<file path="config.mk">
export PLATFORM = sky130hd
export DESIGN_NAME = bfm_top
export DESIGN_NICKNAME = d
export VERILOG_FILES = /design/src/hw/bfm_pkg.sv /design/src/hw/bfm_top.sv /design/src/hw/bfm_timer.sv
export VERILOG_INCLUDE_DIRS = /design/src /design/src/hw
export SDC_FILE = /design/constraint.sdc
export NUM_CORES = 1
export LEC_CHECK = 0
export ABC_AREA = 0
export ABC_CLOCK_PERIOD_IN_PS = 2940
export BUFFER_PORTS_ARGS = -buffer_cell sky130_fd_sc_hd__buf_2
export CAP_MARGIN = 20
export CORE_MARGIN = 4
export CORE_UTILIZATION = 40
export CTS_BUF_LIST = sky130_fd_sc_hd__clkbuf_4
export CTS_CLUSTER_DIAMETER = 60
export DETAILED_ROUTE_END_ITERATION = 16
export PLACE_DENSITY = 0.64
export SLEW_MARGIN = 0
export SYNTH_ARGS = -nofsm -noshare
export SYNTH_HDL_FRONTEND = slang
export SYNTH_HIERARCHICAL = 1
export SYNTH_SLANG_ARGS = --single-unit
</file>
<file path="constraint.sdc">
create_clock -name i_clk -period 2.94 [get_ports i_clk]
set_input_delay 0.294 -clock i_clk [delete_from_list [all_inputs] [get_ports i_clk]]
set_output_delay 0.294 -clock i_clk [all_outputs]
set_load 0.005 [all_outputs]
</file>
<file path="src/hw/bfm_regs.svh">
// Register map, field positions, reset values and timing for the brake feedback monitor
`ifndef BFM_REGS_SVH
`define BFM_REGS_SVH

`define BFM_NUM_IN 4
`define BFM_ADDR_W 8

`define BFM_OFS_CTRL 8'h00
`define BFM_OFS_CFG 8'h04
`define BFM_OFS_OPEN_TMO 8'h08
`define BFM_OFS_CLOSE_TMO 8'h0C
`define BFM_OFS_STATUS 8'h10

`define BFM_CTRL_EN_BIT 0
`define BFM_CTRL_UNLOCK_BIT 1
`define BFM_CFG_SUP_LSB 0
`define BFM_CFG_POL_LSB 4
`define BFM_CFG_BITS 8

`define BFM_ST_FAULT_BIT 0
`define BFM_ST_NV_BIT 1
`define BFM_ST_CAUSE_LSB 4
`define BFM_ST_OPEN_LSB 8
`define BFM_ST_STATE_LSB 12
`define BFM_ST_CHG_LSB 16

`define BFM_CAUSE_DRIVE 2'h1
`define BFM_CAUSE_OPEN 2'h2
`define BFM_CAUSE_CLOSE 2'h3

`define BFM_RST_CFG 8'h00
`define BFM_RST_OPEN_TMO 32'h000F_4240
`define BFM_RST_CLOSE_TMO 32'h000F_4240

`endif

</file>
<file path="src/hw/bfm_pkg.sv">
// Types shared by the brake feedback monitor files
package bfm_pkg;
   typedef enum logic [3:0] {
      BFM_IDLE       = 4'h1,
      BFM_WAIT_OPEN  = 4'h2,
      BFM_OPENED     = 4'h4,
      BFM_WAIT_CLOSE = 4'h8
   } bfm_state_t;
   typedef logic [3:0] bfm_in_t;
   typedef logic [31:0] bfm_word_t;
endpackage

</file>
<file path="src/hw/bfm_top.sv">
// Brake feedback monitor: APB registers, trip sequencing and latched lift stop
//
// Implementation choices: the APB register port and the address map.
`timescale 1ns/1ps
`default_nettype none
`include "bfm_regs.svh"
module bfm_top (
   input wire logic i_clk,
   input wire logic i_rst_n,
   input wire logic i_psel,
   input wire logic i_penable,
   input wire logic i_pwrite,
   input wire logic [`BFM_ADDR_W-1:0] i_paddr,
   input wire bfm_pkg::bfm_word_t i_pwdata,
   output bfm_pkg::bfm_word_t o_prdata,
   output logic o_pready,
   output logic o_pslverr,
   input wire bfm_pkg::bfm_in_t i_fb,
   input wire logic i_drive_cmd,
   input wire logic i_brake_open_cmd,
   input wire logic i_brake_close_cmd,
   input wire logic i_nv_fault,
   output logic o_nv_fault,
   output logic o_lift_stop
);
   import bfm_pkg::*;

   // ------------------------------------------------------------
   // Helpers
   // ------------------------------------------------------------
   function automatic bfm_in_t brake_open_of(input bfm_in_t fb, input bfm_in_t pol);
      brake_open_of = fb ^ pol;
   endfunction

   function automatic logic addr_hit(input logic [`BFM_ADDR_W-1:0] a);
      addr_hit = (a == `BFM_OFS_CTRL) || (a == `BFM_OFS_CFG) ||
                 (a == `BFM_OFS_OPEN_TMO) || (a == `BFM_OFS_CLOSE_TMO) ||
                 (a == `BFM_OFS_STATUS);
   endfunction

   // ------------------------------------------------------------
   // Declarations
   // ------------------------------------------------------------
   logic en_reg;
   logic [`BFM_CFG_BITS-1:0] cfg_reg;
   bfm_word_t open_tmo_reg;
   bfm_word_t close_tmo_reg;
   bfm_word_t prdata_reg;
   logic slverr_reg;
   logic unlock_pulse;
   logic wr_en;
   logic setup;
   bfm_in_t sup;
   bfm_in_t pol;
   bfm_in_t open_now;
   bfm_state_t state_reg;
   bfm_state_t state_next;
   bfm_in_t base_reg;
   bfm_in_t chg_reg;
   bfm_in_t chg_now;
   bfm_in_t cause_in_reg;
   logic [1:0] cause_reg;
   logic fault_reg;
   logic restored_reg;
   logic tmr_start;
   logic tmr_stop;
   logic tmr_expired;
   bfm_word_t tmr_limit;
   bfm_in_t hit_drive;
   bfm_in_t hit_tmo;
   logic set_drive;
   logic set_tmo;
   logic fault_set;
   bfm_word_t status;

   assign sup = cfg_reg[`BFM_CFG_SUP_LSB +: `BFM_NUM_IN];
   assign pol = cfg_reg[`BFM_CFG_POL_LSB +: `BFM_NUM_IN];
   assign open_now = brake_open_of(i_fb, pol);

   // ------------------------------------------------------------
   // APB slave
   // ------------------------------------------------------------
   assign setup = i_psel && !i_penable;
   assign wr_en = i_psel && i_penable && i_pwrite && addr_hit(i_paddr);
   assign unlock_pulse = wr_en && (i_paddr == `BFM_OFS_CTRL) &&
                         i_pwdata[`BFM_CTRL_UNLOCK_BIT];
   assign o_pready = 1'b1;
   assign o_prdata = prdata_reg;
   assign o_pslverr = i_psel && i_penable && slverr_reg;

   always_ff @(posedge i_clk or negedge i_rst_n) begin
      if (!i_rst_n) begin
         en_reg <= 1'b0;
         cfg_reg <= `BFM_RST_CFG;
         open_tmo_reg <= `BFM_RST_OPEN_TMO;
         close_tmo_reg <= `BFM_RST_CLOSE_TMO;
      end else if (wr_en) begin
         case (i_paddr)
            `BFM_OFS_CTRL: begin
               en_reg <= i_pwdata[`BFM_CTRL_EN_BIT];
            end
            `BFM_OFS_CFG: begin
               cfg_reg <= i_pwdata[`BFM_CFG_BITS-1:0];
            end
            `BFM_OFS_OPEN_TMO: begin
               open_tmo_reg <= i_pwdata;
            end
            `BFM_OFS_CLOSE_TMO: begin
               close_tmo_reg <= i_pwdata;
            end
            default: begin
               en_reg <= en_reg;
            end
         endcase
      end
   end

   always_comb begin
      status = 32'h0000_0000;
      status[`BFM_ST_FAULT_BIT] = fault_reg;
      status[`BFM_ST_NV_BIT] = restored_reg;
      status[`BFM_ST_CAUSE_LSB +: 2] = cause_reg;
      status[`BFM_ST_OPEN_LSB +: `BFM_NUM_IN] = open_now;
      status[`BFM_ST_STATE_LSB +: 4] = state_reg;
      status[`BFM_ST_CHG_LSB +: `BFM_NUM_IN] = cause_in_reg;
   end

   // Read data captured in the setup cycle
   always_ff @(posedge i_clk or negedge i_rst_n) begin
      if (!i_rst_n) begin
         prdata_reg <= 32'h0000_0000;
         slverr_reg <= 1'b0;
      end else if (setup) begin
         slverr_reg <= !addr_hit(i_paddr);
         case (i_paddr)
            `BFM_OFS_CTRL: begin
               prdata_reg <= {31'h0000_0000, en_reg};
            end
            `BFM_OFS_CFG: begin
               prdata_reg <= {24'h00_0000, cfg_reg};
            end
            `BFM_OFS_OPEN_TMO: begin
               prdata_reg <= open_tmo_reg;
            end
            `BFM_OFS_CLOSE_TMO: begin
               prdata_reg <= close_tmo_reg;
            end
            `BFM_OFS_STATUS: begin
               prdata_reg <= status;
            end
            default: begin
               prdata_reg <= 32'h0000_0000;
            end
         endcase
      end
   end

   // ------------------------------------------------------------
   // Trip sequencing
   // ------------------------------------------------------------
   assign chg_now = chg_reg | (i_fb ^ base_reg);

   always_comb begin
      state_next = state_reg;
      tmr_start = 1'b0;
      tmr_stop = 1'b0;
      tmr_limit = open_tmo_reg;
      case (state_reg)
         BFM_IDLE, BFM_OPENED: begin
            if (i_brake_open_cmd) begin
               state_next = BFM_WAIT_OPEN;
               tmr_start = 1'b1;
            end else if (i_brake_close_cmd) begin
               state_next = BFM_WAIT_CLOSE;
               tmr_start = 1'b1;
               tmr_limit = close_tmo_reg;
            end
         end
         BFM_WAIT_OPEN: begin
            if (i_brake_close_cmd) begin
               state_next = BFM_WAIT_CLOSE;
               tmr_start = 1'b1;
               tmr_limit = close_tmo_reg;
            end else if (i_brake_open_cmd) begin
               tmr_start = 1'b1;
            end else if ((chg_now & sup) == sup) begin
               state_next = BFM_OPENED;
               tmr_stop = 1'b1;
            end else if (tmr_expired) begin
               state_next = BFM_OPENED;
            end
         end
         BFM_WAIT_CLOSE: begin
            if (i_brake_open_cmd) begin
               state_next = BFM_WAIT_OPEN;
               tmr_start = 1'b1;
            end else if (i_brake_close_cmd) begin
               tmr_start = 1'b1;
               tmr_limit = close_tmo_reg;
            end else if ((chg_now & sup) == sup) begin
               state_next = BFM_IDLE;
               tmr_stop = 1'b1;
            end else if (tmr_expired) begin
               state_next = BFM_IDLE;
            end
         end
         default: begin
            state_next = BFM_IDLE;
         end
      endcase
      if (!en_reg) begin
         state_next = BFM_IDLE;
         tmr_stop = 1'b1;
         tmr_start = 1'b0;
      end
   end

   always_ff @(posedge i_clk or negedge i_rst_n) begin
      if (!i_rst_n) begin
         state_reg <= BFM_IDLE;
      end else begin
         state_reg <= state_next;
      end
   end

   // Feedback baseline taken at each brake command while monitoring is enabled
   always_ff @(posedge i_clk or negedge i_rst_n) begin
      if (!i_rst_n) begin
         base_reg <= 4'h0;
         chg_reg <= 4'h0;
      end else if (tmr_start) begin
         base_reg <= i_fb;
         chg_reg <= 4'h0;
      end else begin
         chg_reg <= chg_now;
      end
   end

   bfm_timer u_timer (
      .i_clk(i_clk),
      .i_rst_n(i_rst_n),
      .i_start(tmr_start),
      .i_stop(tmr_stop),
      .i_limit(tmr_limit),
      .o_expired(tmr_expired)
   );

   // ------------------------------------------------------------
   // Fault detection and latch
   // ------------------------------------------------------------
   assign hit_drive = (i_drive_cmd && en_reg) ? (open_now & sup) : 4'h0;
   assign hit_tmo = (tmr_expired && !tmr_start && en_reg &&
                     (state_reg == BFM_WAIT_OPEN || state_reg == BFM_WAIT_CLOSE)) ?
                    (sup & ~chg_now) : 4'h0;
   assign set_drive = |hit_drive;
   assign set_tmo = |hit_tmo;
   assign fault_set = set_drive || set_tmo;

   // Stored fault restored once after reset; set wins over unlock
   always_ff @(posedge i_clk or negedge i_rst_n) begin
      if (!i_rst_n) begin
         fault_reg <= 1'b0;
         restored_reg <= 1'b0;
      end else begin
         restored_reg <= 1'b1;
         if (!restored_reg) begin
            fault_reg <= i_nv_fault;
         end else if (fault_set) begin
            fault_reg <= 1'b1;
         end else if (unlock_pulse) begin
            fault_reg <= 1'b0;
         end
      end
   end

   always_ff @(posedge i_clk or negedge i_rst_n) begin
      if (!i_rst_n) begin
         cause_reg <= 2'h0;
         cause_in_reg <= 4'h0;
      end else if (fault_set && !fault_reg) begin
         cause_in_reg <= hit_drive | hit_tmo;
         if (set_drive) begin
            cause_reg <= `BFM_CAUSE_DRIVE;
         end else if (state_reg == BFM_WAIT_OPEN) begin
            cause_reg <= `BFM_CAUSE_OPEN;
         end else begin
            cause_reg <= `BFM_CAUSE_CLOSE;
         end
      end else if (unlock_pulse && restored_reg && !fault_set) begin
         cause_reg <= 2'h0;
         cause_in_reg <= 4'h0;
      end
   end

   assign o_lift_stop = fault_reg;
   assign o_nv_fault = fault_reg;
endmodule
`default_nettype wire

</file>
<file path="src/hw/bfm_timer.sv">
// Restartable timeout counter for the brake feedback monitor
`timescale 1ns/1ps
`default_nettype none
module bfm_timer (
   input wire logic i_clk,
   input wire logic i_rst_n,
   input wire logic i_start,
   input wire logic i_stop,
   input wire bfm_pkg::bfm_word_t i_limit,
   output logic o_expired
);
   import bfm_pkg::*;

   bfm_word_t cnt_reg;
   logic run_reg;

   // ------------------------------------------------------------
   // Countdown
   // ------------------------------------------------------------
   always_ff @(posedge i_clk or negedge i_rst_n) begin
      if (!i_rst_n) begin
         cnt_reg <= 32'h0000_0000;
         run_reg <= 1'b0;
      end else if (i_start) begin
         cnt_reg <= i_limit;
         run_reg <= 1'b1;
      end else if (i_stop || o_expired) begin
         run_reg <= 1'b0;
      end else if (run_reg) begin
         cnt_reg <= cnt_reg - 32'h0000_0001;
      end
   end

   assign o_expired = run_reg && (cnt_reg == 32'h0000_0000);
endmodule
`default_nettype wire

</file>
==> results.txt, run 1 <==
Multiplexer share of the synthesized area -> 17.1%
Flops & latches, synth -> 159
Worst Clk Skew -> 0.0197 ns
DR vias -> 6,563
Register area share after synthesis -> 47.1%
Final instance area -> 10,000 um2
Lkg Pwr -> 4.54 nW
Simple-Gate Fraction of Synth Area -> 13.6%
Post-Synth XOR/XNOR Area -> 3.30%
DIE WIDTH -> 154 um
WL/cell -> 18.6 um
Worst-Margin Slew -> 0.970 ns
CP Cell Sequence -> dlygate4sd3_1 -> buf_2 -> xor2_1 -> o32ai_2 -> o31ai_1 -> or4b_4 -> buf_4 -> nor3_1 -> buf_4 -> nand4_1 -> xnor2_1 -> mux2_2
TritonCTS buffer count -> 17
Post-synth cell types -> 74
Crit-path max FO -> 10
Layout cells sized above 1 -> 35.5%
Final ANT Viol Nets -> 0
Power consumption -> 4.02 mW
Endpoints failing setup -> 0
Initial Utilization -> 40.5%
Ports -> 89
Worst path arrival time -> 3.30 ns
Root buf cell -> clkbuf_4
Most common cell on crit path -> buf_4
Worst Hold Class -> in2reg
Global-route wire length before repair -> 36,800 um
Rows -> 53
Adder-cell area share of the yosys netlist -> 0.147%
Most frequent cells in the layout -> 144 x dfrtp_1, 86 x mux2_2, 86 x buf_2
Status -> finished clean
VDD IR max -> 286 uV
Gr usage total -> 19.5%
Worst-Skew Late Latency -> 0.57 ns
Final #Nets -> 959
Main synth FF type -> dfrtp_1
Clk buf depth -> 2
Yosys top cell area share -> 42.5%
Warnings, synthesis -> 6
Critical path class -> in2reg
Final min period -> 2.83 ns
Die height -> 154 um
Placed cell areas -> 9350 um2
Vias per inst -> 5.50
# DRC -> 0
First-pass iteration count of the detailed router -> 5
IO buf count -> 87
Crit-path slowest cell -> or4b_4
Leading cell type in the layout, fill and taps excluded -> dfrtp_1
Worst hold margin -> 0.0670 ns
Post-Route WL -> 22,300 um
Post-synth EDFFs -> 0
Setup Fix Bufs, Post-CTS -> 0
Max-slew headroom -> 35.3%
Main combinational cell family by area after synthesis -> multiplexers
Clock-pin slew on the worst setup and hold paths -> 0.13 ns
Initial antenna violation count -> 1
Hold Fails Final Rpt -> 0
Largest stage delay, worst path -> 0.55 ns
Unrepaired setup endpoints after global routing -> no
Area delta synth->final -> 18.2%
Startpoint types -> input pin
Synth Area in Compound Gates -> 14.6%
H-tree depth -> 4
Vias in the first global route -> 6,729
Top cells by area, synth -> dfrtp_1 42%, mux2_2 11%, mux2_4 5.3%, dfstp_2 4.6%, a22oi_1 3.3%
Post-DP HPWL -> 15,800 um
Worst setup EP type -> flop
Initial DRC count -> 449
Sink Count -> 159
Die footprint -> 23,600 um2
Max_cap viols -> 0
Max-slew violations -> 0
Gate Count Post-Synth -> 767
Post-synth top area cell -> dfrtp_1
GR Overflow Total -> 0
Placer Congestion -> 0.866
Core ar. -> 21,000 um2
Post-Synthesis Cell Area -> 8490 um2
Crit share post-route -> 96.2%
Largest net degree at the start of global routing -> 80
Async SR Flop Fraction -> 100%
TritonCTS clock tree -> built
Maximum clock frequency -> 354 MHz
Worst Path Required -> 3.41 ns
Mean Syn Cell Area -> 11.1 um2
Power Dens Cells -> 401 nW/um2
[cells by family after synthesis]
kind of cell    count (synthesis)
simple gates                  211
other cells                     1
flops                         159
compound gates                180
mux                           118
fa+ha+maj                       1
buf+inv                        65
xor+xnor                       32
[metrics by stage]
step / setup WS, ns / cells / utilization, % / setup TNS [ns]
floorplan: 0.138 / 768 / - / 0
global placement: 0.0181 / 1123 / 44.6 / 0
detailed placement: -0.0456 / 1123 / 44.6 / -0.233
CTS: 0.0406 / 1193 / 47.8 / 0
global route: 0.0226 / 1194 / 47.9 / 0
finish: 0.111 / 1194 / 47.9 / 0
[worst max-delay path, delay by kind of cell]
family                    cells  cell delay (ns)
buffers and inverters         4             1.07
and+or+nand+nor               3             0.88
AOI/OAI and AO/OA             2             0.47
xor gates and xnor gates      2             0.34
muxes                         1             0.27
[synth_stat cells, types with 5 or more instances]
cell type / instances
buf_2: 20
a21oi_1: 15
xor2_1: 20
clkbuf_1: 22
inv_1: 14
nand3_1: 9
or3_1: 6
nand2_1: 69
nand2b_1: 6
dfrtp_1: 144
a311oi_1: 7
mux2_2: 86
o21ai_1: 17
dfstp_2: 15
xnor2_1: 12
o211ai_1: 5
or2_2: 5
a22o_1: 15
or4_1: 8
a22oi_1: 37
nor2_1: 35
o21ai_0: 46
nor3_1: 10
o31ai_1: 6
nand4_1: 9
nor2b_1: 11
mux2_4: 30
nor4_1: 6
and3_1: 6
[per-layer routing]
layer,GRT usage [%],wire (um),vias to the layer above
met5,0,0,-
met4,5.30,337,0
met3,3.57,788,23
met2,32.0,11100,143
met1,26.8,10000,3288
li1,-,-,3109
[what timing repair did]
| action | 4_1_cts | 5_1_grt |
|---|---|---|
| hold buffers | 38 | 0 |
| pin swaps | 0 | 0 |
| hold endpoints to repair | 141 | 0 |
| endpoints found under the setup margin | 1 | 20 |
| gates resized for setup | 1 | 5 |
[power by group]
group	internal [mW]	leakage [nW]	switching, mW
Combinational	0.200	2.30	0.255
Clock	0.523	0.144	0.768
Sequential	2.23	2.10	0.0414
[worst paths after layout]
path	startpoint	end	slack [ns]	cells after the start
worst min-delay path	i_brake_close_cmd	state_reg[3]	0.07	3
worst min register to register	o_prdata[17]	o_prdata[17]	0.49	2
worst max-delay path	i_fb[3]	u_timer/cnt_reg[26]	0.11	12
worst max register to register	base_reg[3]	u_timer/cnt_reg[26]	0.12	10
min in group asynchronous	i_rst_n	u_timer/cnt_reg[26]	0.32	2
max in group asynchronous	i_rst_n	open_tmo_reg[9]	1.75	3
[layout make-up]
class,count,area (um2)
antenna,1,2.50
clock buffer,20,150
clock inverter,12,118
fill,1991,10900
inverter,14,52.6
multi-input combinational,544,4170
sequential,159,4000
tap,275,344
timing repair buffer,169,1190
(Power assumes the default switching activity.)
==> run 2, diff against run 1 <==
--- a/config.mk
+++ b/config.mk
@@ -6,7 +6,7 @@
 export SDC_FILE = /design/constraint.sdc
 export NUM_CORES = 1
 export LEC_CHECK = 0
-export ABC_AREA = 0
+export ABC_AREA = 1
 export ABC_CLOCK_PERIOD_IN_PS = 2940
 export BUFFER_PORTS_ARGS = -buffer_cell sky130_fd_sc_hd__buf_2
 export CAP_MARGIN = 20
==> results.txt, run 2 <==
Clk buf depth -> 2 (unchanged)
TritonCTS buffer count -> 17 (unchanged)
DIE WIDTH -> 155 um (+1.0%)
Power Dens Cells -> 425 nW/um2 (+6.0%)
Vias per inst -> 5.11 (-7.0%)
Vias in the first global route -> 7,636 (+13%)
Startpoint types -> flop
Layout cells sized above 1 -> 14.5% (-21 points)
Final #Nets -> 1,345 (+40%)
Worst Hold Class -> in2reg
Warnings, synthesis -> 6 (unchanged)
WL met3 -> 1120 um (+43%)
Util after Layout -> 47.4% (-0.47 points)
Crit share post-route -> 84.2% (-12 points)
Max-slew violations -> 0 (unchanged)
Initial DRC count -> 666 (+48%)
Sink Count -> 159 (unchanged)
Die footprint -> 24,100 um2 (+2.1%)
Yosys top cell area share -> 41.6% (-0.91 points)
Top Metal Used -> met4
Register area share after synthesis -> 46.1% (-1.0 points)
Global-route wire length before repair -> 40,900 um (+11%)
Top cells by area, synth -> dfrtp_1 42%, nand2_1 16%, o21ai_0 8.8%, nand3_1 5.4%, inv_1 5.3%
Area delta synth->final -> 15.6%
Metal-1 WL -> 11,800 um (+17%)
Hold Fails Final Rpt -> 0 (unchanged)
First-pass iteration count of the detailed router -> 5 (unchanged)
Sequential Power Share -> 54.6% (-2.0 points)
Share of power burned in the clock network -> 29.5% (-2.6 points)
Final min period -> 2.47 ns (-0.355 ns)
Largest net degree at the start of global routing -> 70 (-13%)
Gr usage total -> 21.1% (+1.6 points)
Clock-pin slew on the worst setup and hold paths -> 0.16 ns (+0.03 ns)
WL met2 -> 11,400 um (+2.3%)
Rows -> 53 (unchanged)
Main synth FF type -> dfrtp_1
Post-Route WL -> 24,600 um (+11%)
Most common cell in the netlist -> nand2_1
GR Overflow Total -> 0 (unchanged)
Post-synth EDFFs -> 0 (unchanged)
Worst path arrival time -> 2.98 ns (-0.32 ns)
Worst Clk Skew -> 0.0281 ns (+0.00836 ns)
Gate Count Post-Synth -> 1,174 (+53%)
Worst slack at placement -> 0.513 ns (+0.558 ns)
Sw Pwr -> 1.39 mW (+30%)
Max_cap viols -> 0 (unchanged)
Die height -> 155 um (+1.0%)
Net Sw Frac -> 32.6% (+6.1 points)
Core ar. -> 21,200 um2 (+0.95%)
WL/cell -> 15.6 um (-16%)
Endpoints failing setup -> 0 (unchanged)
Crit-path max FO -> 8 (-2)
TritonCTS clock tree -> built
Async SR Flop Fraction -> 100% (unchanged)
Most frequent cells in the layout -> 378 x nand2_1, 153 x o21ai_0, 144 x dfrtp_1
Post-DP HPWL -> 17,900 um (+14%)
Status -> finished clean
Final WS setup -> 0.466 ns (+0.355 ns)
Internal cell power -> 2.87 mW (-2.9%)
Unrepaired setup endpoints after global routing -> no
DR vias -> 8,076 (+23%)
Synth cell count leaders -> 378 x nand2_1, 153 x o21ai_0, 144 x dfrtp_1, 123 x inv_1, 93 x nand3_1
Initial Utilization -> 41.0% (+0.49 points)
Mean Syn Cell Area -> 7.39 um2 (-33%)
Final instance area -> 10,000 um2 (about the same)
Worst-Margin Slew -> 0.726 ns (-0.245 ns)
Worst-Skew Late Latency -> 0.58 ns (about the same)
Final ANT Viol Nets -> 0 (unchanged)
Max-slew headroom -> 51.6% (+16 points)
Worst setup EP type -> flop
Worst Path Required -> 3.45 ns (+0.04 ns)
Total Neg Setup Slack -> 0 ns (unchanged)
Placed cell areas -> 9370 um2 (+0.23%)
Initial antenna violation count -> 1 (unchanged)
Maximum clock frequency -> 404 MHz (+14%)
Leading cell type in the layout, fill and taps excluded -> nand2_1
H-tree depth -> 4 (unchanged)
IO buf count -> 87 (unchanged)
# DRC -> 0 (unchanged)
Post-Synthesis Cell Area -> 8670 um2 (+2.2%)
Root buf cell -> clkbuf_4
Ports -> 89 (unchanged)
Gate power share -> 15.9% (+4.6 points)
Placer Congestion -> 0.934 (+7.9%)
Post-synth cell types -> 44 (-41%)
VDD IR max -> 301 uV (+5.5%)
Flops & latches, synth -> 159 (unchanged)
Post-synth top area cell -> dfrtp_1
Lkg Pwr -> 5.25 nW (+16%)
Critical path class -> reg2reg
==> run 2: changes by cell type in the layout (fill, tap and decap cells not counted), sizes merged, moves of 9 or more <==
cell   previous run  this run
o21ai            63       169
nor2             36        87
xor2             20        10
or4              10         0
a22o             16         0
nand3            10        96
nor2b            11         0
buf             131       108
nand2            69       386
a22oi            37         0
mux2            116         3
inv              16       132
nor4             10         1
o22ai             0        18
==> run 2: kinds of logic after synthesis <==
kind of cell	after synthesis	share of synthesized area (%)
other	1	0.0432
multiplexers	3	0.390
adder cells (fa/ha/maj)	1	0.144
flip-flops	159	46.1
buffers and inverters	175	8.67
AO/OA/AOI/OAI	223	13.7
AND/OR/NAND/NOR	596	29.3
XOR/XNOR	16	1.62
==> run 2: stage by stage <==
stage / power [mW] / hold slack (ns) / instances
global placement: 2.99 / 0.356 / 1508
floorplan: 2.76 / -0.00159 / 1175
global route: 4.50 / 0.0331 / 1580
finish: 4.26 / 0.0369 / 1580
CTS: 4.30 / 0.00491 / 1579
detailed placement: 3.00 / 0.355 / 1508
==> run 2: timing repair <==
action | 4_1_cts | 5_1_grt
setup buffers | 0 | 0
hold endpoints to repair | 135 | 0
hold buffers | 39 | 0
resized for setup | 0 | 0
==> run 2: metal layers <==
layer	track usage, %	vias up
met4	5.34	0
li1	-	4018
met3	3.06	29
met2	33.7	225
met1	30.5	3804
met5	0	-
==> run 2: power groups by stage <==
stage	clock network, mW	registers, mW	logic, mW
6_report	1.26	2.33	0.677
3_5_place_dp	0	2.36	0.636
4_1_cts	1.30	2.33	0.678
3_3_place_gp	0	2.36	0.629
5_1_grt	1.38	2.34	0.779
2_1_floorplan	0	2.35	0.413
==> run 2: area by class of cell <==
class / count / area (um2)
tap: 275 / 344
fill: 2140 / 11100
clock inverter: 14 / 121
clock buffer: 18 / 135
timing repair buffer: 147 / 1030
antenna: 1 / 2.50
sequential: 159 / 4000
inverter: 125 / 469
multi-input combinational: 841 / 3930
==> run 2: worst max-delay path: stages (launching register included) <==
cell     delay (ns)
dfrtp_1        0.42
inv_1          0.11
ha_1           0.24
nand2_2        0.14
nor2_1         0.22
nand4_1        0.11
nor4_1         0.24
buf_4          0.18
nand4_2        0.13
nor2_1         0.19
o21ai_2        0.14
inv_1          0.14
o21ai_0        0.10
nand2_1        0.06
==> run 2: worst paths after layout <==
kind | from | to | cells after the start | slack, ns
worst min-delay path | i_fb[2] | base_reg[2] | 3 | 0.04
worst max-delay path | u_timer/cnt_reg[0] | cause_reg[0] | 13 | 0.47
worst max register to register | u_timer/cnt_reg[0] | cause_reg[0] | 13 | 0.47
worst min register to register | o_prdata[30] | o_prdata[30] | 2 | 0.49
max in group asynchronous | i_rst_n | close_tmo_reg[16] | 3 | 1.78
min in group asynchronous | i_rst_n | close_tmo_reg[11] | 2 | 0.28
==> run 3, diff against run 2 <==
--- a/config.mk
+++ b/config.mk
@@ -7,7 +7,7 @@
 export NUM_CORES = 1
 export LEC_CHECK = 0
 export ABC_AREA = 1
-export ABC_CLOCK_PERIOD_IN_PS = 2940
+export ABC_CLOCK_PERIOD_IN_PS = 2500
 export BUFFER_PORTS_ARGS = -buffer_cell sky130_fd_sc_hd__buf_2
 export CAP_MARGIN = 20
 export CORE_MARGIN = 4
@@ -15,7 +15,7 @@
 export CTS_BUF_LIST = sky130_fd_sc_hd__clkbuf_4
 export CTS_CLUSTER_DIAMETER = 60
 export DETAILED_ROUTE_END_ITERATION = 16
-export PLACE_DENSITY = 0.64
+export PLACE_DENSITY = 0.62
 export SLEW_MARGIN = 0
 export SYNTH_ARGS = -nofsm -noshare
 export SYNTH_HDL_FRONTEND = slang
==> constraint.sdc (replaced) <==
create_clock -name i_clk -period 2.5 [get_ports i_clk]
set_input_delay 0.25 -clock i_clk [delete_from_list [all_inputs] [get_ports i_clk]]
set_output_delay 0.25 -clock i_clk [all_outputs]
set_load 0.005 [all_outputs]
==> results.txt, run 3 (synthesis results as in run 2) <==
Status -> finished clean
Worst-Margin Slew -> 0.940 ns (+0.214 ns)
Final ANT Viol Nets -> 0 (unchanged)
Worst-Skew Late Latency -> 0.58 ns (about the same)
H-tree depth -> 4 (unchanged)
Initial Utilization -> 41.0% (unchanged)
Sink Count -> 159 (unchanged)
Vias in the first global route -> 7,751 (+1.5%)
Lkg Pwr -> 5.31 nW (+1.1%)
Area delta synth->final -> 17.1%
Worst path bufs/invs -> 2 (-1)
Top Family by Delay on Critical Path -> simple AND/OR/NAND/NOR gates
Clock-pin slew on the worst setup and hold paths -> 0.17 ns (about the same)
Endpoints failing setup -> 0 (unchanged)
Core ar. -> 21,200 um2 (unchanged)
Max-slew headroom -> 37.4% (-14 points)
Power Dens Cells -> 513 nW/um2 (+21%)
TritonCTS clock tree -> built
Critical path class -> reg2reg
Crit share post-route -> 89.3% (+5.1 points)
Rows -> 53 (unchanged)
Leading cell type in the layout, fill and taps excluded -> nand2_1
Gr usage total -> 21.4% (+0.28 points)
Gate power share -> 15.5% (-0.4 points)
Initial antenna violation count -> 1 (unchanged)
R2r setup slk -> 0.27 ns (-0.20 ns)
Die footprint -> 24,100 um2 (unchanged)
Most frequent cells in the layout -> 378 x nand2_1, 153 x o21ai_0, 144 x dfrtp_1
Ports -> 89 (unchanged)
Worst Hold Class -> in2reg
Net Sw Frac -> 32.9% (+0.32 points)
IO buf count -> 87 (unchanged)
# DRC -> 0 (unchanged)
Placer Congestion -> 0.941 (+0.76%)
Share of power burned in the clock network -> 31.9% (+2.4 points)
WL/cell -> 15.9 um (+1.7%)
Crit-path max FO -> 8 (unchanged)
VDD IR max -> 235 uV (-22%)
TritonCTS buffer count -> 17 (unchanged)
Worst path arrival time -> 2.75 ns (-0.23 ns)
First-pass iteration count of the detailed router -> 5 (unchanged)
Hold Fails Final Rpt -> 0 (unchanged)
DR vias -> 8,101 (+0.31%)
GR Overflow Total -> 0 (unchanged)
Clk buf depth -> 2 (unchanged)
Max_cap viols -> 0 (unchanged)
Worst setup EP type -> flop
Fillers -> 2,146 (+0.28%)
Util after Layout -> 48.0% (+0.64 points)
Sequential Power Share -> 52.6% (-2.0 points)
Layout cells sized above 1 -> 15.3% (+0.76 points)
Setup Fix Bufs, Post-CTS -> 0 (unchanged)
Global-route wire length before repair -> 41,300 um (+1.2%)
Maximum clock frequency -> 448 MHz (+11%)
Vias per inst -> 5.10 (-0.13%)
Root buf cell -> clkbuf_4
Die height -> 155 um (unchanged)
Post-DP HPWL -> 17,700 um (-1.2%)
CP Cell Sequence -> nor2_1 -> nand3_1 -> nor2_1 -> nand4_1 -> nor4_2 -> buf_4 -> nand4_2 -> nor2_2 -> o21ai_2 -> inv_2 -> nand2_1 -> nand2_1
Post-Route WL -> 25,200 um (+2.2%)
Largest net degree at the start of global routing -> 160 (+130%)
Max-slew violations -> 0 (unchanged)
Worst slack at placement -> 0.217 ns (-0.296 ns)
DIE WIDTH -> 155 um (unchanged)
Startpoint types -> flop
Crit-path slowest cell -> dfrtp_1
Final min period -> 2.23 ns (-0.243 ns)
Final WS setup -> 0.268 ns (-0.197 ns)
Final #Nets -> 1,352 (+0.52%)
Internal cell power -> 3.49 mW (+22%)
Largest stage delay, worst path -> 0.46 ns (+0.04 ns)
Sw Pwr -> 1.71 mW (+23%)
Initial DRC count -> 812 (+22%)
Worst Path Required -> 3.02 ns (-0.43 ns)
Worst Clk Skew -> 0.0293 ns (+0.00118 ns)
[run 3: cell count changes in the layout (fill, tap and decap cells not counted), sizes merged]
cell,previous run,this run
dlygate4sd3,39,40
clkinvlp,2,0
clkbuf,18,17
buf,108,114
inv,132,133
bufinv,0,1
clkinv,5,6
[run 3: per-layer routing]
metal	vias to the layer above	GRT usage, %	routed length, um
li1	4032	-	-
met1	3830	31.4	12000
met2	223	33.7	11700
met3	16	3.64	1220
met4	0	4.38	224
met5	-	0	0
[run 3: timing repair]
action                                  CTS  global route
hold buffers                             40             0
endpoints found under the hold margin   227             0
endpoints found under the setup margin    0            10
gates resized for setup                   0             6
[run 3: layout make-up]
| cell class | instances | area (um2) | share of cell area (%) |
|---|---|---|---|
| Sequential cell | 159 | 4000 | 39.4 |
| Multi-Input combinational cell | 841 | 3940 | 38.8 |
| Timing Repair Buffer | 154 | 1110 | 10.9 |
| Inverter | 125 | 469 | 4.62 |
| Tap cell | 275 | 344 | 3.39 |
| Clock inverter | 15 | 168 | 1.65 |
| Clock buffer | 17 | 128 | 1.26 |
| Antenna cell | 1 | 2.50 | 0.0246 |
[run 3: final timing paths]
path / endpoint / startpoint / cells after the start
min: state_reg[2] / i_brake_close_cmd / 4
max in group asynchronous: o_prdata[16] / i_rst_n / 3
min in group asynchronous: o_prdata[9] / i_rst_n / 3
max reg2reg: cause_in_reg[3] / u_timer/cnt_reg[21] / 12
max: cause_in_reg[3] / u_timer/cnt_reg[21] / 12
min reg2reg: open_tmo_reg[14] / open_tmo_reg[14] / 2
[run 3: power by group through the flow]
stage	clock network (mW)	logic, mW	registers [mW]
floorplan	0	0.486	2.76
global placement	0	0.745	2.78
detailed placement	0	0.747	2.78
CTS	1.69	0.800	2.74
global route	1.80	0.913	2.75
finish	1.66	0.807	2.74
[run 3: through the flow]
stage / hold slack [ns] / TNS (ns) / instance area, um2 / total power [mW] / instances
after floorplan: -0.0456 / 0 / 8670 / 3.25 / 1175
after global placement: 0.462 / 0 / 9440 / 3.53 / 1514
after detailed placement: 0.463 / 0 / 9440 / 3.53 / 1514
after CTS: 0.00823 / 0 / 10100 / 5.22 / 1586
after global routing: 0.0386 / -0.0304 / 10200 / 5.47 / 1587
final: 0.0469 / 0 / 10200 / 5.21 / 1587
[run 3: worst register-to-register path, cell delays in order, from the launching register on]
cell	delay (ns)
dfrtp_1	0.46
nor2_1	0.23
nand3_1	0.11
nor2_1	0.09
nand4_1	0.13
nor4_2	0.25
buf_4	0.17
nand4_2	0.15
nor2_2	0.16
o21ai_2	0.14
inv_2	0.12
nand2_1	0.07
nand2_1	0.09
